--- src/logic/atsc_pkg.sv ---
`default_nettype none
package atsc_pkg;
  // ----------------------------------------
  // Register offsets
  // ----------------------------------------
  localparam logic [3:0] ATSC_CTRL_OFS = 4'h0;
  localparam logic [3:0] ATSC_TRIG_OFS = 4'h1;
  localparam logic [3:0] ATSC_DIDR_OFS = 4'h2;
  localparam logic [3:0] ATSC_STAT_OFS = 4'h3;
  localparam logic [3:0] ATSC_MASK_OFS = 4'h4;
  localparam logic [3:0] ATSC_RESL_OFS = 4'h5;
  localparam logic [3:0] ATSC_RESH_OFS = 4'h6;
  localparam logic [3:0] ATSC_PIN_OFS = 4'h7;
  localparam logic [3:0] ATSC_CHAN_OFS = 4'h8;

  // ----------------------------------------
  // Control field positions
  // ----------------------------------------
  localparam int ATSC_CTRL_EN_BIT = 0;
  localparam int ATSC_CTRL_START_BIT = 1;
  localparam int ATSC_CTRL_AUTO_BIT = 2;

  // ----------------------------------------
  // Status and mask bit positions
  // ----------------------------------------
  localparam int ATSC_ST_DONE_BIT = 0;
  localparam int ATSC_ST_SLEEP_BIT = 1;
  localparam int ATSC_ST_TRIG_BIT = 2;
  localparam int ATSC_ST_W = 3;

  // ----------------------------------------
  // Reset values
  // ----------------------------------------
  localparam logic [7:0] ATSC_CTRL_RST = 8'h00;
  localparam logic [2:0] ATSC_TRIG_RST = 3'h0;
  localparam logic [5:0] ATSC_DIDR_RST = 6'h00;
  localparam logic [2:0] ATSC_MASK_RST = 3'h0;
  localparam logic [2:0] ATSC_CHAN_RST = 3'h0;

  // ----------------------------------------
  // Trigger source codes
  // ----------------------------------------
  localparam logic [2:0] ATSC_TS_FREE = 3'h0;
  localparam logic [2:0] ATSC_TS_CMP = 3'h1;
  localparam logic [2:0] ATSC_TS_EXT0 = 3'h2;
  localparam logic [2:0] ATSC_TS_T0CMPA = 3'h3;
  localparam logic [2:0] ATSC_TS_T0OVF = 3'h4;
  localparam logic [2:0] ATSC_TS_T1CMPB = 3'h5;
  localparam logic [2:0] ATSC_TS_T1OVF = 3'h6;
  localparam logic [2:0] ATSC_TS_T1CAP = 3'h7;

  // ----------------------------------------
  // Sleep mode codes
  // ----------------------------------------
  localparam logic [2:0] ATSC_SLP_IDLE = 3'h0;
  localparam logic [2:0] ATSC_SLP_NR = 3'h1;

  // ----------------------------------------
  // Timing
  // ----------------------------------------
  localparam int ATSC_SYS_CLK_KHZ = 20000;
  localparam int ATSC_ADC_CLK_KHZ = 200;
  localparam int ATSC_ADC_DIV = ATSC_SYS_CLK_KHZ / ATSC_ADC_CLK_KHZ;
  localparam int ATSC_SAMPLE_ADC_CLKS = 3;
  localparam int ATSC_RES_W = 10;

  typedef enum logic [2:0] {
    ATSC_IDLE = 3'b001,
    ATSC_SAMPLE = 3'b010,
    ATSC_CONV = 3'b100
  } atsc_state_t;
endpackage
`default_nettype wire

--- src/logic/atsc_sar.sv ---
`default_nettype none
module atsc_sar
  import atsc_pkg::*;
#(
  parameter int DIV = ATSC_ADC_DIV,
  parameter int RES_W = ATSC_RES_W
) (
  input wire logic clk_i,
  input wire logic rst_i,
  input wire logic en_i,
  input wire logic start_i,
  input wire logic cmp_i,
  output logic busy_o,
  output logic done_o,
  output logic [RES_W-1:0] dac_o,
  output logic [RES_W-1:0] result_o
);
  localparam int CW = $clog2(DIV + 1);
  localparam logic [CW-1:0] DIV_LAST = CW'(DIV - 1);
  localparam logic [3:0] SMP_LAST = 4'(ATSC_SAMPLE_ADC_CLKS - 1);

  atsc_state_t state;
  logic [CW-1:0] cnt;
  logic [3:0] idx;
  logic tick;

  assign tick = (cnt == DIV_LAST);

  // ----------------------------------------
  // Converter clock divider
  // ----------------------------------------
  always_ff @(posedge clk_i) begin
    if (rst_i || state == ATSC_IDLE || tick) begin
      cnt <= '0;
    end else begin
      cnt <= cnt + CW'(1);
    end
  end

  // ----------------------------------------
  // Successive approximation sequence
  // ----------------------------------------
  always_ff @(posedge clk_i) begin
    if (rst_i) begin
      state <= ATSC_IDLE;
      idx <= 4'h0;
      dac_o <= '0;
      result_o <= '0;
      busy_o <= 1'b0;
      done_o <= 1'b0;
    end else begin
      done_o <= 1'b0;
      case (state)
        ATSC_IDLE: begin
          if (en_i && start_i) begin
            state <= ATSC_SAMPLE;
            busy_o <= 1'b1;
            idx <= 4'h0;
            dac_o <= '0;
          end
        end
        ATSC_SAMPLE: begin
          if (!en_i) begin
            state <= ATSC_IDLE;
            busy_o <= 1'b0;
          end else if (tick) begin
            if (idx == SMP_LAST) begin
              state <= ATSC_CONV;
              idx <= 4'(RES_W - 1);
              dac_o <= RES_W'(1) << (RES_W - 1);
            end else begin
              idx <= idx + 4'h1;
            end
          end
        end
        ATSC_CONV: begin
          if (!en_i) begin
            state <= ATSC_IDLE;
            busy_o <= 1'b0;
          end else if (tick) begin
            // Comparator high means input below trial code
            if (cmp_i) begin
              dac_o[idx] <= 1'b0;
            end
            if (idx == 4'h0) begin
              result_o <= cmp_i ? (dac_o & ~RES_W'(1)) : dac_o;
              state <= ATSC_IDLE;
              busy_o <= 1'b0;
              done_o <= 1'b1;
            end else begin
              dac_o[idx-4'h1] <= 1'b1;
              idx <= idx - 4'h1;
            end
          end
        end
        default: begin
          state <= ATSC_IDLE;
          busy_o <= 1'b0;
        end
      endcase
    end
  end
endmodule
`default_nettype wire

--- src/logic/atsc_top.sv ---
// Summary of operation
// - Halting in idle or noise-reduction sleep, converter enabled and idle, starts conversion.
// - Completion of sleep conversion raises done interrupt, waking the processor.
// - Done interrupt still raised when another interrupt woke the processor first.
// - After wake-up no new sleep conversion until another sleep entry.
// - Other sleep modes neither start nor switch off the converter.
// - Selected trigger source event starts conversion only while converter enabled.
// - Switching trigger selection to free running creates no trigger event.
// - Trigger codes: free, comparator, ext int 0, t0 cmpA, t0 ovf, t1 cmpB, ovf, capture.
// - Each of the six low input-disable bits turns off its pin input buffer.
// - A disabled channel's port input read bit always returns zero.
// - The two highest analog channels have no digital buffer, no disable bit.
`default_nettype none
module atsc_top
  import atsc_pkg::*;
#(
  parameter int NUM_DIG = 6,
  parameter int RES_W = ATSC_RES_W,
  parameter int DIV = ATSC_ADC_DIV
) (
  input wire logic clk_i,
  input wire logic rst_i,
  input wire logic [3:0] addr_i,
  input wire logic [7:0] wdata_i,
  input wire logic wr_i,
  input wire logic rd_i,
  output logic [7:0] rdata_o,
  input wire logic halt_i,
  input wire logic [2:0] sleep_mode_i,
  input wire logic [7:1] trig_src_i,
  input wire logic cmp_i,
  input wire logic [NUM_DIG-1:0] pin_i,
  output logic [NUM_DIG-1:0] din_buf_en_o,
  output logic [2:0] chan_o,
  output logic [RES_W-1:0] dac_o,
  output logic busy_o,
  output logic irq_o
);
  // ----------------------------------------
  // Register state
  // ----------------------------------------
  logic converter_enable;
  logic auto_trig_en;
  logic [2:0] trigger_source_select;
  logic [NUM_DIG-1:0] channel_input_disable_bits;
  logic [ATSC_ST_W-1:0] status;
  logic [ATSC_ST_W-1:0] mask;
  logic [2:0] chan_sel;
  logic [RES_W-1:0] result;

  // ----------------------------------------
  // Synchronisers and edge state
  // ----------------------------------------
  logic [7:1] trig_s1;
  logic [7:1] trig_s2;
  logic cmp_s1;
  logic cmp_s2;
  logic [NUM_DIG-1:0] pin_s1;
  logic [NUM_DIG-1:0] pin_s2;
  logic [2:0] sel_q;
  logic src_q;
  logic halt_q;

  // ----------------------------------------
  // Combinational
  // ----------------------------------------
  logic src_now;
  logic trig_evt;
  logic sleep_evt;
  logic sw_start;
  logic start;
  logic sar_busy;
  logic sar_done;
  logic [RES_W-1:0] sar_result;
  logic [RES_W-1:0] sar_dac;
  logic [ATSC_ST_W-1:0] st_set;
  logic [ATSC_ST_W-1:0] st_clr;
  logic [7:0] next_rdata;
  logic [NUM_DIG-1:0] pin_view;
  logic ctrl_wr;
  logic next_en;

  assign ctrl_wr = wr_i && addr_i == ATSC_CTRL_OFS;
  assign sw_start = ctrl_wr && wdata_i[ATSC_CTRL_START_BIT];

  // ----------------------------------------
  // Trigger source decode
  // ----------------------------------------
  always_comb begin
    case (trigger_source_select)
      ATSC_TS_FREE: src_now = status[ATSC_ST_DONE_BIT];
      ATSC_TS_CMP: src_now = trig_s2[1];
      ATSC_TS_EXT0: src_now = trig_s2[2];
      ATSC_TS_T0CMPA: src_now = trig_s2[3];
      ATSC_TS_T0OVF: src_now = trig_s2[4];
      ATSC_TS_T1CMPB: src_now = trig_s2[5];
      ATSC_TS_T1OVF: src_now = trig_s2[6];
      ATSC_TS_T1CAP: src_now = trig_s2[7];
      default: src_now = 1'b0;
    endcase
  end

  // Edge only counts when the selection is unchanged since last cycle
  assign trig_evt = auto_trig_en && src_now && !src_q && sel_q == trigger_source_select;

  // New halt only; a wake then re-halt is needed for another run
  assign sleep_evt = halt_i && !halt_q
    && (sleep_mode_i == ATSC_SLP_IDLE || sleep_mode_i == ATSC_SLP_NR);

  // ----------------------------------------
  // Start request
  // ----------------------------------------
  // Enable written beside start counts in that same cycle
  // Otherwise a first write of enable and start together would be lost
  assign next_en = ctrl_wr ? wdata_i[ATSC_CTRL_EN_BIT] : converter_enable;

  // Busy or disabled converter ignores every start source
  assign start = next_en && !sar_busy && (sw_start || trig_evt || sleep_evt);

  // ----------------------------------------
  // Synchronisers
  // ----------------------------------------
  always_ff @(posedge clk_i) begin
    if (rst_i) begin
      cmp_s1 <= 1'b0;
      cmp_s2 <= 1'b0;
      pin_s1 <= '0;
      pin_s2 <= '0;
    end else begin
      cmp_s1 <= cmp_i;
      cmp_s2 <= cmp_s1;
      pin_s1 <= pin_i;
      pin_s2 <= pin_s1;
    end
  end

  // One two-stage synchroniser per trigger source
  // Sources run off other logic; nothing reads the first stage
  for (genvar s = 1; s < 8; s++) begin : g_src
    always_ff @(posedge clk_i) begin
      if (rst_i) begin
        trig_s1[s] <= 1'b0;
        trig_s2[s] <= 1'b0;
      end else begin
        trig_s1[s] <= trig_src_i[s];
        trig_s2[s] <= trig_s1[s];
      end
    end
  end

  // ----------------------------------------
  // Edge detection state
  // ----------------------------------------
  always_ff @(posedge clk_i) begin
    if (rst_i) begin
      sel_q <= ATSC_TRIG_RST;
      src_q <= 1'b0;
      halt_q <= 1'b0;
    end else begin
      sel_q <= trigger_source_select;
      src_q <= src_now;
      halt_q <= halt_i;
    end
  end

  // ----------------------------------------
  // Control registers
  // ----------------------------------------
  always_ff @(posedge clk_i) begin
    if (rst_i) begin
      converter_enable <= ATSC_CTRL_RST[ATSC_CTRL_EN_BIT];
      auto_trig_en <= ATSC_CTRL_RST[ATSC_CTRL_AUTO_BIT];
    end else if (ctrl_wr) begin
      // Sleep entry leaves enable alone; software owns power-down
      converter_enable <= wdata_i[ATSC_CTRL_EN_BIT];
      auto_trig_en <= wdata_i[ATSC_CTRL_AUTO_BIT];
    end
  end

  always_ff @(posedge clk_i) begin
    if (rst_i) begin
      trigger_source_select <= ATSC_TRIG_RST;
    end else if (wr_i && addr_i == ATSC_TRIG_OFS) begin
      trigger_source_select <= wdata_i[2:0];
    end
  end

  // Upper bits dropped; software keeps them zero
  always_ff @(posedge clk_i) begin
    if (rst_i) begin
      channel_input_disable_bits <= ATSC_DIDR_RST;
    end else if (wr_i && addr_i == ATSC_DIDR_OFS) begin
      channel_input_disable_bits <= wdata_i[NUM_DIG-1:0];
    end
  end

  always_ff @(posedge clk_i) begin
    if (rst_i) begin
      mask <= ATSC_MASK_RST;
    end else if (wr_i && addr_i == ATSC_MASK_OFS) begin
      mask <= wdata_i[ATSC_ST_W-1:0];
    end
  end

  // Channel change mid-conversion is software's hazard to avoid
  always_ff @(posedge clk_i) begin
    if (rst_i) begin
      chan_sel <= ATSC_CHAN_RST;
    end else if (wr_i && addr_i == ATSC_CHAN_OFS) begin
      chan_sel <= wdata_i[2:0];
    end
  end

  // ----------------------------------------
  // Converter sequencer
  // ----------------------------------------
  atsc_sar #(
    .DIV(DIV),
    .RES_W(RES_W)
  ) u_sar (
    .clk_i(clk_i),
    .rst_i(rst_i),
    .en_i(next_en),
    .start_i(start),
    .cmp_i(cmp_s2),
    .busy_o(sar_busy),
    .done_o(sar_done),
    .dac_o(sar_dac),
    .result_o(sar_result)
  );

  always_ff @(posedge clk_i) begin
    if (rst_i) begin
      result <= '0;
    end else if (sar_done) begin
      result <= sar_result;
    end
  end

  // ----------------------------------------
  // Interrupt status
  // ----------------------------------------
  // Done is flagged whatever woke the processor meanwhile
  always_comb begin
    st_set = '0;
    st_set[ATSC_ST_DONE_BIT] = sar_done;
    st_set[ATSC_ST_SLEEP_BIT] = start && sleep_evt;
    st_set[ATSC_ST_TRIG_BIT] = start && trig_evt;
  end

  assign st_clr = (wr_i && addr_i == ATSC_STAT_OFS) ? wdata_i[ATSC_ST_W-1:0] : '0;

  // Set beats clear in the same cycle
  always_ff @(posedge clk_i) begin
    if (rst_i) begin
      status <= '0;
    end else begin
      status <= (status & ~st_clr) | st_set;
    end
  end

  always_ff @(posedge clk_i) begin
    if (rst_i) begin
      irq_o <= 1'b0;
    end else begin
      irq_o <= |(status & mask);
    end
  end

  // ----------------------------------------
  // Pin buffers and reads
  // ----------------------------------------
  // One slice per channel that owns a digital buffer
  for (genvar ch = 0; ch < NUM_DIG; ch++) begin : g_chan
    always_ff @(posedge clk_i) begin
      if (rst_i) begin
        din_buf_en_o[ch] <= 1'b1;
      end else begin
        din_buf_en_o[ch] <= !channel_input_disable_bits[ch];
      end
    end

    // Disabled channel reads zero whatever the pad shows
    assign pin_view[ch] = pin_s2[ch] && !channel_input_disable_bits[ch];
  end

  // ----------------------------------------
  // Outputs
  // ----------------------------------------
  always_ff @(posedge clk_i) begin
    if (rst_i) begin
      chan_o <= ATSC_CHAN_RST;
      dac_o <= '0;
      busy_o <= 1'b0;
    end else begin
      chan_o <= chan_sel;
      dac_o <= sar_dac;
      busy_o <= sar_busy;
    end
  end

  // ----------------------------------------
  // Read path
  // ----------------------------------------
  always_comb begin
    next_rdata = 8'h00;
    if (addr_i == ATSC_CTRL_OFS) begin
      next_rdata[ATSC_CTRL_EN_BIT] = converter_enable;
      next_rdata[ATSC_CTRL_START_BIT] = sar_busy;
      next_rdata[ATSC_CTRL_AUTO_BIT] = auto_trig_en;
    end else if (addr_i == ATSC_TRIG_OFS) begin
      next_rdata[2:0] = trigger_source_select;
    end else if (addr_i == ATSC_DIDR_OFS) begin
      next_rdata[NUM_DIG-1:0] = channel_input_disable_bits;
    end else if (addr_i == ATSC_STAT_OFS) begin
      next_rdata[ATSC_ST_W-1:0] = status;
    end else if (addr_i == ATSC_MASK_OFS) begin
      next_rdata[ATSC_ST_W-1:0] = mask;
    end else if (addr_i == ATSC_RESL_OFS) begin
      next_rdata = result[7:0];
    end else if (addr_i == ATSC_RESH_OFS) begin
      next_rdata[RES_W-9:0] = result[RES_W-1:8];
    end else if (addr_i == ATSC_PIN_OFS) begin
      next_rdata[NUM_DIG-1:0] = pin_view;
    end else if (addr_i == ATSC_CHAN_OFS) begin
      next_rdata[2:0] = chan_sel;
    end
  end

  // Unmapped addresses read zero
  always_ff @(posedge clk_i) begin
    if (rst_i) begin
      rdata_o <= 8'h00;
    end else if (rd_i) begin
      rdata_o <= next_rdata;
    end else begin
      rdata_o <= 8'h00;
    end
  end
endmodule
`default_nettype wire

--- config.mk ---
export PLATFORM = sky130hd
export DESIGN_NAME = atsc_top
export DESIGN_NICKNAME = d
export VERILOG_FILES = /design/src/logic/atsc_pkg.sv /design/src/logic/atsc_sar.sv /design/src/logic/atsc_top.sv
export SDC_FILE = /design/constraint.sdc
export NUM_CORES = 1
export LEC_CHECK = 0
export BUFFER_PORTS_ARGS = -buffer_cell sky130_fd_sc_hd__buf_2
export CORE_UTILIZATION = 58
export DETAILED_ROUTE_END_ITERATION = 7
export HOLD_SLACK_MARGIN = 0.02
export PLACE_DENSITY_LB_ADDON = 0.05
export SLEW_MARGIN = 40
export SYNTH_ARGS = -nofsm -noshare
export SYNTH_HDL_FRONTEND = slang
export SYNTH_HIERARCHICAL = 1
export SYNTH_SLANG_ARGS = --single-unit
--- constraint.sdc ---
create_clock -name clk_i -period 3.2 [get_ports clk_i]
set_input_delay 0.32 -clock clk_i [delete_from_list [all_inputs] [get_ports clk_i]]
set_output_delay 0.32 -clock clk_i [all_outputs]
set_load 0.02 [all_outputs]
=== Word level (Yosys, flattened, before mapping) ===
Index checks and enable logic that the tools add are counted.

* Mux-type cells: 59
* Reduce and logical (&&, ||, !) cells: 54
* Add/subtract/negate cells: 3
* Bitwise logic cells: 12
* Equal/unequal tests: 34
* Magnitude comparators: 4

{| class="wikitable"
|+ Operators by type and width
! operator !! count
|-
| 10-bit two-way mux || 12
|-
| 3-bit two-way mux || 19
|-
| 4-bit two-way mux || 8
|-
| 10-bit case mux with 3 select lines || 1
|-
| 1-bit logical AND || 25
|-
| 4-bit by 3-bit == test with 1-bit output, second input constant || 4
|-
| 3-bit == test, second input constant || 5
|-
| 7-bit AND reduction || 2
|-
| 4-bit by 2-bit == test with 1-bit output, second input constant || 3
|-
| 6-bit two-way mux || 2
|-
| 3-bit by 2-bit inequality test with 1-bit output, second input constant || 4
|-
| 4-bit case mux with 3 select lines || 1
|-
| 10-bit bitwise AND || 1
|-
| 4-bit by 5-bit < comparator with 1-bit output, second input constant || 2
|-
| 1-bit two-way mux || 10
|-
| 2-bit inequality test, second input constant || 5
|-
| 10-bit inverter || 1
|-
| 10-bit bitwise OR || 1
|-
| 3-bit by 1-bit == test with 1-bit output, second input constant || 3
|-
| 3-bit by 2-bit == test with 1-bit output, second input constant || 3
|-
| 1-bit logical NOT || 9
|-
| 3-bit case mux with 3 select lines || 1
|-
| 1-bit demux with 4-bit select || 2
|-
| 4-bit by 1-bit >= comparator with 1-bit output, second input constant || 2
|-
| 25 further kinds || 40
|}

* Output and inout port bits: 29
* Flip-flop bits (word level): 128
* Bits of input ports: 34
* Logic and storage cells: 215

=== Longest topological paths before layout ===
Gate-level depths: netlist of the first run.

* Word-level depth: 16
* Mapped depth: 11
* Depth with buffers taken out: 9

=== Hierarchy ===
Netlist of the first run, hierarchy kept.

{| class="wikitable"
|+ Modules (own cells, without submodules)
! module !! area each (sq um) !! times used !! cells an instance !! sequential area each (sq um)
|-
| atsc_top || 3428.3 || 1 || 334 || 1841.8
|-
| atsc_sar || 2031.9 || 1 || 242 || 720.7
|}

=== Worst setup path before layout of the first run ===
No wires, ideal clock.

* Kind: reg-to-reg
* Start: register trigger_source_select[0]
* End: register u_sar.idx[2]
* Stages on the path, launching flop included: 11
* Path slack: 0.864 ns
* Clock period less this slack: 2.336 ns
* Setup time: 0.071 ns
* Data arrival time: 2.265 ns
* Required time: 3.129 ns
* Buffers on the path: 1
* Cell sequence: dfxtp_1 > buf_6 > xor2_1 > nor4b_1 > o21ai_2 > a211oi_1 > a21oi_1 > a21oi_1 > o221ai_2 > or3_1 > a21oi_1

* Word-level cells in the longest chain between the ends: 11
* Elaborated cells between the ends (all ways): 19
* Classes of those cells: eq/ne: 9; mux: 1; reduce/logical: 9

{| class="wikitable"
|+ Ends and longest elaborated chain
! item !! line !! text
|-
| start: declaration || atsc_top.sv:44 || <nowiki>logic [2:0] trigger_source_select;</nowiki>
|-
| start signal: assignment || atsc_top.sv:184 || <nowiki>trigger_source_select <= wdata_i[2:0];</nowiki>
|-
| 3-bit == test, or another cell as far along || atsc_top.sv:90 || <nowiki>case (trigger_source_select)</nowiki>
|-
| 1-bit case mux with 8 select lines || atsc_top.sv:90 ||
|-
| 1-bit logical AND (2 in series) || atsc_top.sv:104 || <nowiki>assign trig_evt = auto_trig_en && src_now && !src_q && sel_q == trigger_source_select;</nowiki>
|-
| 1-bit logical AND * || atsc_top.sv:104 ||
|-
| 1-bit logical OR * (2 in series) || atsc_top.sv:118 || <nowiki>assign start = next_en && !sar_busy && (sw_start || trig_evt || sleep_evt);</nowiki>
|-
| 1-bit logical AND * || atsc_top.sv:118 ||
|-
| via start || atsc_top.sv:71 || <nowiki>logic start;</nowiki>
|-
| 1-bit logical AND * || atsc_sar.sv:55 || <nowiki>if (en_i && start_i) begin</nowiki>
|-
| 2-bit inequality test (no line) * || - ||
|-
| 7-bit AND reduction (no line) * || - ||
|-
| end signal: assignment || atsc_sar.sv:69 || <nowiki>idx <= 4'(RES_W - 1);</nowiki>
|-
| end signal: assignment || atsc_sar.sv:72 || <nowiki>idx <= idx + 4'h1;</nowiki>
|-
| end signal: assignment || atsc_sar.sv:92 || <nowiki>idx <= idx - 4'h1;</nowiki>
|-
| end: declaration || atsc_sar.sv:24 || <nowiki>logic [3:0] idx;</nowiki>
|}

Mark *: on every way through the listed nets, which the timed path passes. The rest lies on a longest branch.
A chain may end at the register's enable or synchronous reset.

=== Final worst setup path of the first run ===
* Start: register trigger_source_select[1]
* End: register u_sar.dac_o[7]

* Word-level cells in the longest chain between the ends: 11
* Elaborated cells between the ends (all ways): 19
* Classes of those cells: eq/ne: 9; mux: 1; reduce/logical: 9

{| class="wikitable"
|+ Ends and longest elaborated chain
! item !! line !! text
|-
| 3-bit == test, or another cell as far along || atsc_top.sv:90 ||
|-
| 1-bit case mux with 8 select lines || atsc_top.sv:90 ||
|-
| 1-bit logical AND (2 in series) || atsc_top.sv:104 ||
|-
| 1-bit logical AND * || atsc_top.sv:104 ||
|-
| 1-bit logical OR * (2 in series) || atsc_top.sv:118 ||
|-
| 1-bit logical AND * || atsc_top.sv:118 ||
|-
| via start || atsc_top.sv:71 ||
|-
| 1-bit logical AND * || atsc_sar.sv:55 ||
|-
| 2-bit inequality test (no line) * || - ||
|-
| 7-bit AND reduction (no line) * || - ||
|-
| end signal: assignment || atsc_sar.sv:70 || <nowiki>dac_o <= RES_W'(1) << (RES_W - 1);</nowiki>
|-
| end: declaration || atsc_sar.sv:15 || <nowiki>output logic [RES_W-1:0] dac_o,</nowiki>
|}

Marked as above.

==> results of run 1 <==
==> flip-flops by register name (all words and copies together), names as in the netlist, 6 cells and up <==
name / cells
pin_s1: 6
u_sar/result_o: 10
pin_s2: 6
u_sar/cnt: 7
trig_s1: 7
rdata_o: 8
channel_input_disable_bits: 6
din_buf_en_o: 6
dac_o: 10
result: 10
u_sar/dac_o: 10
trig_s2: 7
==> path summary, 6_finish.rpt <==
path / slack [ns] / endpoint
max: 0.40 / u_sar/dac_o[7]
min reg2reg: 0.41 / din_buf_en_o[1]
min: 0.05 / trig_s1[2]
max reg2reg: 0.40 / u_sar/dac_o[7]
==> logic make-up (layout without fill, tap and decap cells) <==
logic type / after synthesis / in the layout / synth area share
and+or+nand+nor: 239 / 239 / 0.247
DFF: 128 / 128 / 0.469
adders and majority gates: 7 / 7 / 0.0160
muxes: 41 / 41 / 0.0811
xor gates and xnor gates: 8 / 8 / 0.0128
buffers and inverters: 48 / 122 / 0.0447
AOI/OAI and AO/OA: 105 / 105 / 0.129
==> placed cells by master (no fill, tap or decap), types with 5 or more instances in the layout <==
cell type,instances
nand2b_1,9
buf_2,58
nor2_1,60
nand2_1,37
a21oi_1,32
nor2b_1,58
inv_6,5
nand4_1,5
ha_1,7
and2_1,6
nand3_1,18
nor3_1,7
o21ai_0,20
a22oi_1,6
dlygate4sd3_1,11
a31oi_1,10
inv_1,14
clkbuf_16,16
dfxtp_1,128
mux2i_1,36
buf_4,8
==> where the power goes <==
part / total [mW] / leakage (nW) / switching, mW / internal [mW]
combinational: 0.143 / 1.27 / 0.0832 / 0.0600
sequential: 1.63 / 1.04 / 0.00922 / 1.62
clock: 1.87 / 0.281 / 0.724 / 1.14
total: 3.63 / 2.59 / 0.816 / 2.82
==> cell usage after synthesis, types with 4 or more instances <==
| cell type | instances | area, sq um |
|---|---|---|
| inv_1 | 14 | 52.6 |
| nor4_1 | 4 | 25.0 |
| a22oi_1 | 6 | 45.0 |
| ha_1 | 7 | 87.6 |
| nand2_1 | 37 | 139 |
| xor2_1 | 4 | 35.0 |
| buf_4 | 7 | 52.6 |
| nand3_1 | 18 | 90.1 |
| nor3_1 | 7 | 35.0 |
| a22o_1 | 4 | 35.0 |
| buf_6 | 4 | 45.0 |
| nand2b_1 | 9 | 56.3 |
| dfxtp_1 | 128 | 2560 |
| mux2i_1 | 36 | 360 |
| a31oi_1 | 10 | 62.6 |
| nor2_1 | 60 | 225 |
| nor2b_1 | 58 | 363 |
| and2_1 | 6 | 37.5 |
| buf_2 | 6 | 30.0 |
| clkbuf_1 | 17 | 63.8 |
| nand4_1 | 5 | 31.3 |
| nor4b_1 | 4 | 35.0 |
| a21oi_1 | 32 | 160 |
| xnor2_1 | 4 | 35.0 |
| nor3b_1 | 4 | 30.0 |
| o21ai_0 | 20 | 100 |
==> through the flow <==
step                instance area, sq um  utilization  instances
finish                              6450        0.701        761
floorplan                           5460            -        576
global placement                    5760        0.626        719
detailed placement                  5760        0.626        719
CTS                                 6450        0.701        761
global route                        6450        0.701        761
==> critical path: cells and delay by family (launching register included) <==
kind             cells  cell delay, ns
AO/OA/AOI/OAI        6            1.37
flip-flops           1            0.47
AND/OR/NAND/NOR      2            0.28
multiplexers         1            0.62
==> timing repair <==
item	in CTS	in global routing
gates resized for setup	0	0
endpoints found under the hold margin	11	0
hold buffers	11	0
setup endpoints to repair	0	0
==> final cells by class <==
class	count	area (sq um)	share of cell area
clock buffers	18	428	0.0664
clock inverters	13	153	0.0237
inverters	14	52.6	0.00815
multi-input cells	400	2650	0.412
flip-flops and latches	128	2560	0.397
well taps	111	139	0.0215
repair buffers	77	460	0.0714
==> routing by layer <==
metal / vias up / part of all wire / routed length, microns
met5: - / 0 / 0
met3: 15 / 0.042 / 488
met1: 2047 / 0.45 / 5200
met4: 0 / 0.015 / 174
li1: 2150 / - / -
met2: 128 / 0.50 / 5820
==> results.md, run 1 <==
* Outcome: completed
* Max cap viols at 0
* Post-route ant nets at 0
* Met1 Use GR at 0.308
* Slowest CP cell: mux4_1
* CP peak stage delay at 0.62 ns
* Nets at 679
* Total congestion overflow at 0
* Vias in the first global route at 4174
* Unrepaired setup endpoints after global routing: false
* Synth cell types at 69
* Pin count of the biggest net entering global routing at 62
* Worst Reg-to-Reg Cells at 9
* CP Capture Type: flip-flop
* TritonCTS clock tree: done
* Relative max-transition margin at 0.580
* HP Class: in -> reg
* Min Hold Slack at 0.0535 ns
* CP Class: reg -> reg
* Routed WL at 11.7 mm
* Syn Nets at 617
* Core area at 0.00920 sq mm
* Worst hold start: trig_src_i[2]
* Clk_skew at 0.00744 ns
* Leak at 2.59 nW
* DPL Wire Length at 7.77 mm
* DIE AREA at 0.00981 sq mm
* Num Clock Sinks at 128
* Setup crit start: trigger_source_select[1]
* Root buffer cell: clkbuf_8
* Kind of launch point of the worst setup path: flip-flop
* H-tree depth at 4
* I/O pin cnt at 63
* Met2 Usage GRT at 0.440
* FFs w/ async S/R, synth at 0
* Post-synthesis sequential area ratio at 0.469
* Antenna violations before repair at 0
* Detailed-route via count at 4340
* Setup_tns at 0 ns
* First-pass GRT wire length at 19.7 mm
* Port-buffer cells at 59
* Layout cells sized above 1 at 0.192
* Critical Path RT at 3.65 ns
* Fill cells at 739
* Minimum clock period at 2.80 ns
* Worst-path maximum fanout at 7
* Clock Pin Slew Worst Setup and Hold Paths at 0.06 ns
* Pwr/cell area at 564 mW/mm^2
* WHS Path Cells at 2
* Iter 0 DRT Violations at 219
* Final worst slack at 0.399 ns
* Highest clock rate at 357 MHz
* Global-route layer with the greatest usage: met2
* Final Max Slew Viols at 0
* FF+latch count, synth at 128
* Area Growth Syn to Fin at 18.1%
* Clk buf depth at 2
* Peak VDD IR at 371 uV
* Rows at 35
* R2R Path Start: trigger_source_select[1]
* Via density at 5.70
* # DRC at 0
* Post-CTS setup buffers at 0
* Crit path cell chain: mux4_1, nor3b_2, o21ai_2, a211oi_1, a21oi_1, o21ai_0, a31oi_1, o21ai_0, nand2_1
* Final Setup Violations at 0
* Met3 Use GR at 0.0553
* CP dominant cell by count: o21ai_0
* Worst Max-Slew Pin Slew at 0.625 ns
* Syn_area_per_cell at 9.48 sq um
* TritonCTS Buffers at 17
* CP arrival at 3.25 ns
* Worst skew pair latency at 0.50 ns
* Hold Vio Cnt, Final at 0
* Initial Util at 0.594
* Die Height at 99.0 microns
* Yosys warning count at 6
* DR WL/cell at 15.3 microns
* Final worst-path cycle share at 0.875
* Setup WS pre-CTS at 0.411 ns
* EDFF count, synth at 0
* Cell count after synthesis at 576
* Tot GR Track Use at 0.256
* Netlist Area Pre-Place at 0.00546 sq mm
* Gpl congestion at 0.914
* Chip Width at 99.0 microns
* Final antenna diode count at 0
* Post-synth top flop: dfxtp_1
* Power, Total at 3.63 mW
* Drt first pass iters at 5
Note: power is estimated with default switching activity, not from simulation.
==> run 2: changes to the inputs <==
--- a/config.mk
+++ b/config.mk
@@ -9,7 +9,7 @@
 export CORE_UTILIZATION = 58
 export DETAILED_ROUTE_END_ITERATION = 7
 export HOLD_SLACK_MARGIN = 0.02
-export PLACE_DENSITY_LB_ADDON = 0.05
+export PLACE_DENSITY_LB_ADDON = 0.08
 export SLEW_MARGIN = 40
 export SYNTH_ARGS = -nofsm -noshare
 export SYNTH_HDL_FRONTEND = slang
==> constraint.sdc (replaced) <==
create_clock -name clk_i -period 3.2 [get_ports clk_i]
set_input_delay 0.32 -clock clk_i [delete_from_list [all_inputs] [get_ports clk_i]]
set_output_delay 0.32 -clock clk_i [all_outputs]
set_load 0.1 [all_outputs]
==> run 2 against run 1 <==
Net effect:
- critical path depth stayed put
- global-route usage is 0.86 points lower
- clock power hardly changed
- utilization hardly changed
- critical endpoint unchanged
- largest cell class unchanged
- via count is 0.41% higher
- count of clock-buffer cells in the layout stayed put
==> results.md, run 2 (synthesis gave the netlist of run 1 again) <==
* Outcome: completed
* CP peak stage delay at 0.63 ns (about the same)
* Core area at 0.00920 sq mm (unchanged)
* Worst-path maximum fanout at 7 (unchanged)
* Buf/Inv on CP at 0 (unchanged)
* Relative max-transition margin at 0.587 (+0.00778)
* First-pass GRT wire length at 19.2 mm (-2.9%)
* Min Hold Slack at 0.0289 ns (-0.0246 ns)
* Slowest CP cell: mux4_1
* DPL Wire Length at 7.74 mm (-0.37%)
* Setup_tns at 0 ns (unchanged)
* CP arrival at 3.29 ns (+0.04 ns)
* Kind of launch point of the worst setup path: flip-flop
* Drt first pass iters at 6 (+1)
* Chip Width at 99.0 microns (unchanged)
* # DRC at 0 (unchanged)
* DR WL/cell at 15.2 microns (-0.81%)
* CP dominant cell by count: o21ai_0
* Final antenna diode count at 0 (unchanged)
* Vias in the first global route at 4080 (-2.3%)
* Clk buf depth at 2 (unchanged)
* Commonest non-fill, non-tap cell in the layout: dfxtp_1
* Die Height at 99.0 microns (unchanged)
* Post-route ant nets at 0 (unchanged)
* H-tree depth at 4 (unchanged)
* Worst Reg-to-Reg Cells at 9 (unchanged)
* Iter 0 DRT Violations at 203 (-7.3%)
* Post-CTS Hold Buffers at 11 (unchanged)
* Cell depth of the worst setup path at 9 (unchanged)
* Final worst-path cycle share at 0.884 (+0.00881)
* Post-CTS setup buffers at 0 (unchanged)
* Leak at 2.58 nW (-0.30%)
* Final cell count without fillers at 761 (unchanged)
* Fill cells at 691 (-6.5%)
* Highest clock rate at 354 MHz (-1.0%)
* Area Growth Syn to Fin at 18.1% (about the same)
* HP Class: in -> reg
* Initial Util at 0.594 (unchanged)
* Worst skew pair latency at 0.52 ns (+0.02 ns)
* Placed Cells at 718 (-0.14%)
* Routed WL at 11.6 mm (-0.81%)
* Minimum clock period at 2.83 ns (+0.0282 ns)
* Hold Vio Cnt, Final at 0 (unchanged)
* Final Setup Violations at 0 (unchanged)
* CP Capture Type: flip-flop
* Pwr/cell area at 563 mW/mm^2 (-0.16%)
* Register area at 0.00256 sq mm (unchanged)
* Root buffer cell: clkbuf_8
* Pin count of the biggest net entering global routing at 61 (-1.6%)
* Clock Pin Slew Worst Setup and Hold Paths at 0.07 ns (about the same)
* Port-buffer cells at 59 (unchanged)
* Crit path cell chain: mux4_1, nor3b_2, o21ai_2, a211oi_1, a21oi_1, o21ai_0, a31oi_1, o21ai_0, nand2_1
* Clk_skew at 0.0147 ns (+0.00730 ns)
* Antenna violations before repair at 0 (unchanged)
* CP Class: reg -> reg
* TritonCTS clock tree: done
* Tot GR Track Use at 0.247 (-0.00862)
* Nets at 678 (-0.15%)
* Detailed-route via count at 4358 (+0.41%)
* TritonCTS Buffers at 17 (unchanged)
* Via density at 5.73 (+0.41%)
* Gpl congestion at 0.881 (-3.6%)
* Most frequent cells in the layout: 128 x dfxtp_1, 60 x nor2_1, 58 x nor2b_1, 58 x buf_2, 37 x nand2_1
* Rows at 35 (unchanged)
* Unrepaired setup endpoints after global routing: false
* Area of the multi-input gates at 0.00265 sq mm (unchanged)
* Post-cts sizing count at 0 (unchanged)
* DIE AREA at 0.00981 sq mm (unchanged)
* Total congestion overflow at 0 (unchanged)
* Critical Path RT at 3.66 ns (about the same)
* Layout cells sized above 1 at 0.192 (unchanged)
* Final Max Slew Viols at 0 (unchanged)
* Worst Max-Slew Pin Slew at 0.618 ns (-0.00724 ns)
* I/O pin cnt at 63 (unchanged)
* WHS Path Cells at 2 (unchanged)
* Worst path top cell family by delay: compound AO/OA/AOI/OAI gates
* Peak VDD IR at 347 uV (-6.2%)
* Max cap viols at 0 (unchanged)
* Num Clock Sinks at 128 (unchanged)
[run 2: cell count changes in the layout (fill, tap and decap cells not counted), sizes merged]
| cell | before | now |
|---|---|---|
| clkinv | 3 | 2 |
| inv | 20 | 22 |
| buf | 66 | 65 |
| bufinv | 2 | 1 |
| clkinvlp | 2 | 3 |
[run 2: stage by stage]
step	total power [mW]	instance area (sq um)	worst slack (ns)	utilization
2_1_floorplan	1.75	5460	0.864	-
3_3_place_gp	1.80	5760	0.512	0.627
3_5_place_dp	1.80	5760	0.480	0.627
4_1_cts	3.66	6450	0.397	0.701
5_1_grt	3.73	6450	0.0903	0.701
6_report	3.63	6450	0.371	0.701
[run 2: layout make-up]
| class | count | area share |
|---|---|---|
| repair buffers | 76 | 0.0722 |
| clock inverters | 14 | 0.0225 |
| flip-flops and latches | 128 | 0.398 |
| clock buffers | 18 | 0.0664 |
| multi-input cells | 400 | 0.412 |
| inverters | 14 | 0.00815 |
| well taps | 111 | 0.0215 |
[run 2: worst paths after layout]
path                                      start               to  slack, ns
hold reg to reg   channel_input_disable_bits[1]  din_buf_en_o[1]       0.42
setup / recovery       trigger_source_select[1]   u_sar/dac_o[7]       0.37
hold / removal                         pin_i[3]        pin_s1[3]       0.03
setup reg to reg       trigger_source_select[1]   u_sar/dac_o[7]       0.37
[run 2: layer usage]
layer / up-vias / GRT usage / wire length (microns)
li1: 2137 / - / -
met1: 2075 / 0.301 / 5160
met2: 127 / 0.425 / 5750
met3: 19 / 0.0468 / 443
met4: 0 / 0.108 / 221
met5: - / 0 / 0
[run 2: power breakdown]
part,total (mW),switching [mW],internal [mW]
combinational,0.154,0.0927,0.0609
clock,1.85,0.771,1.08
sequential,1.63,0.00955,1.62
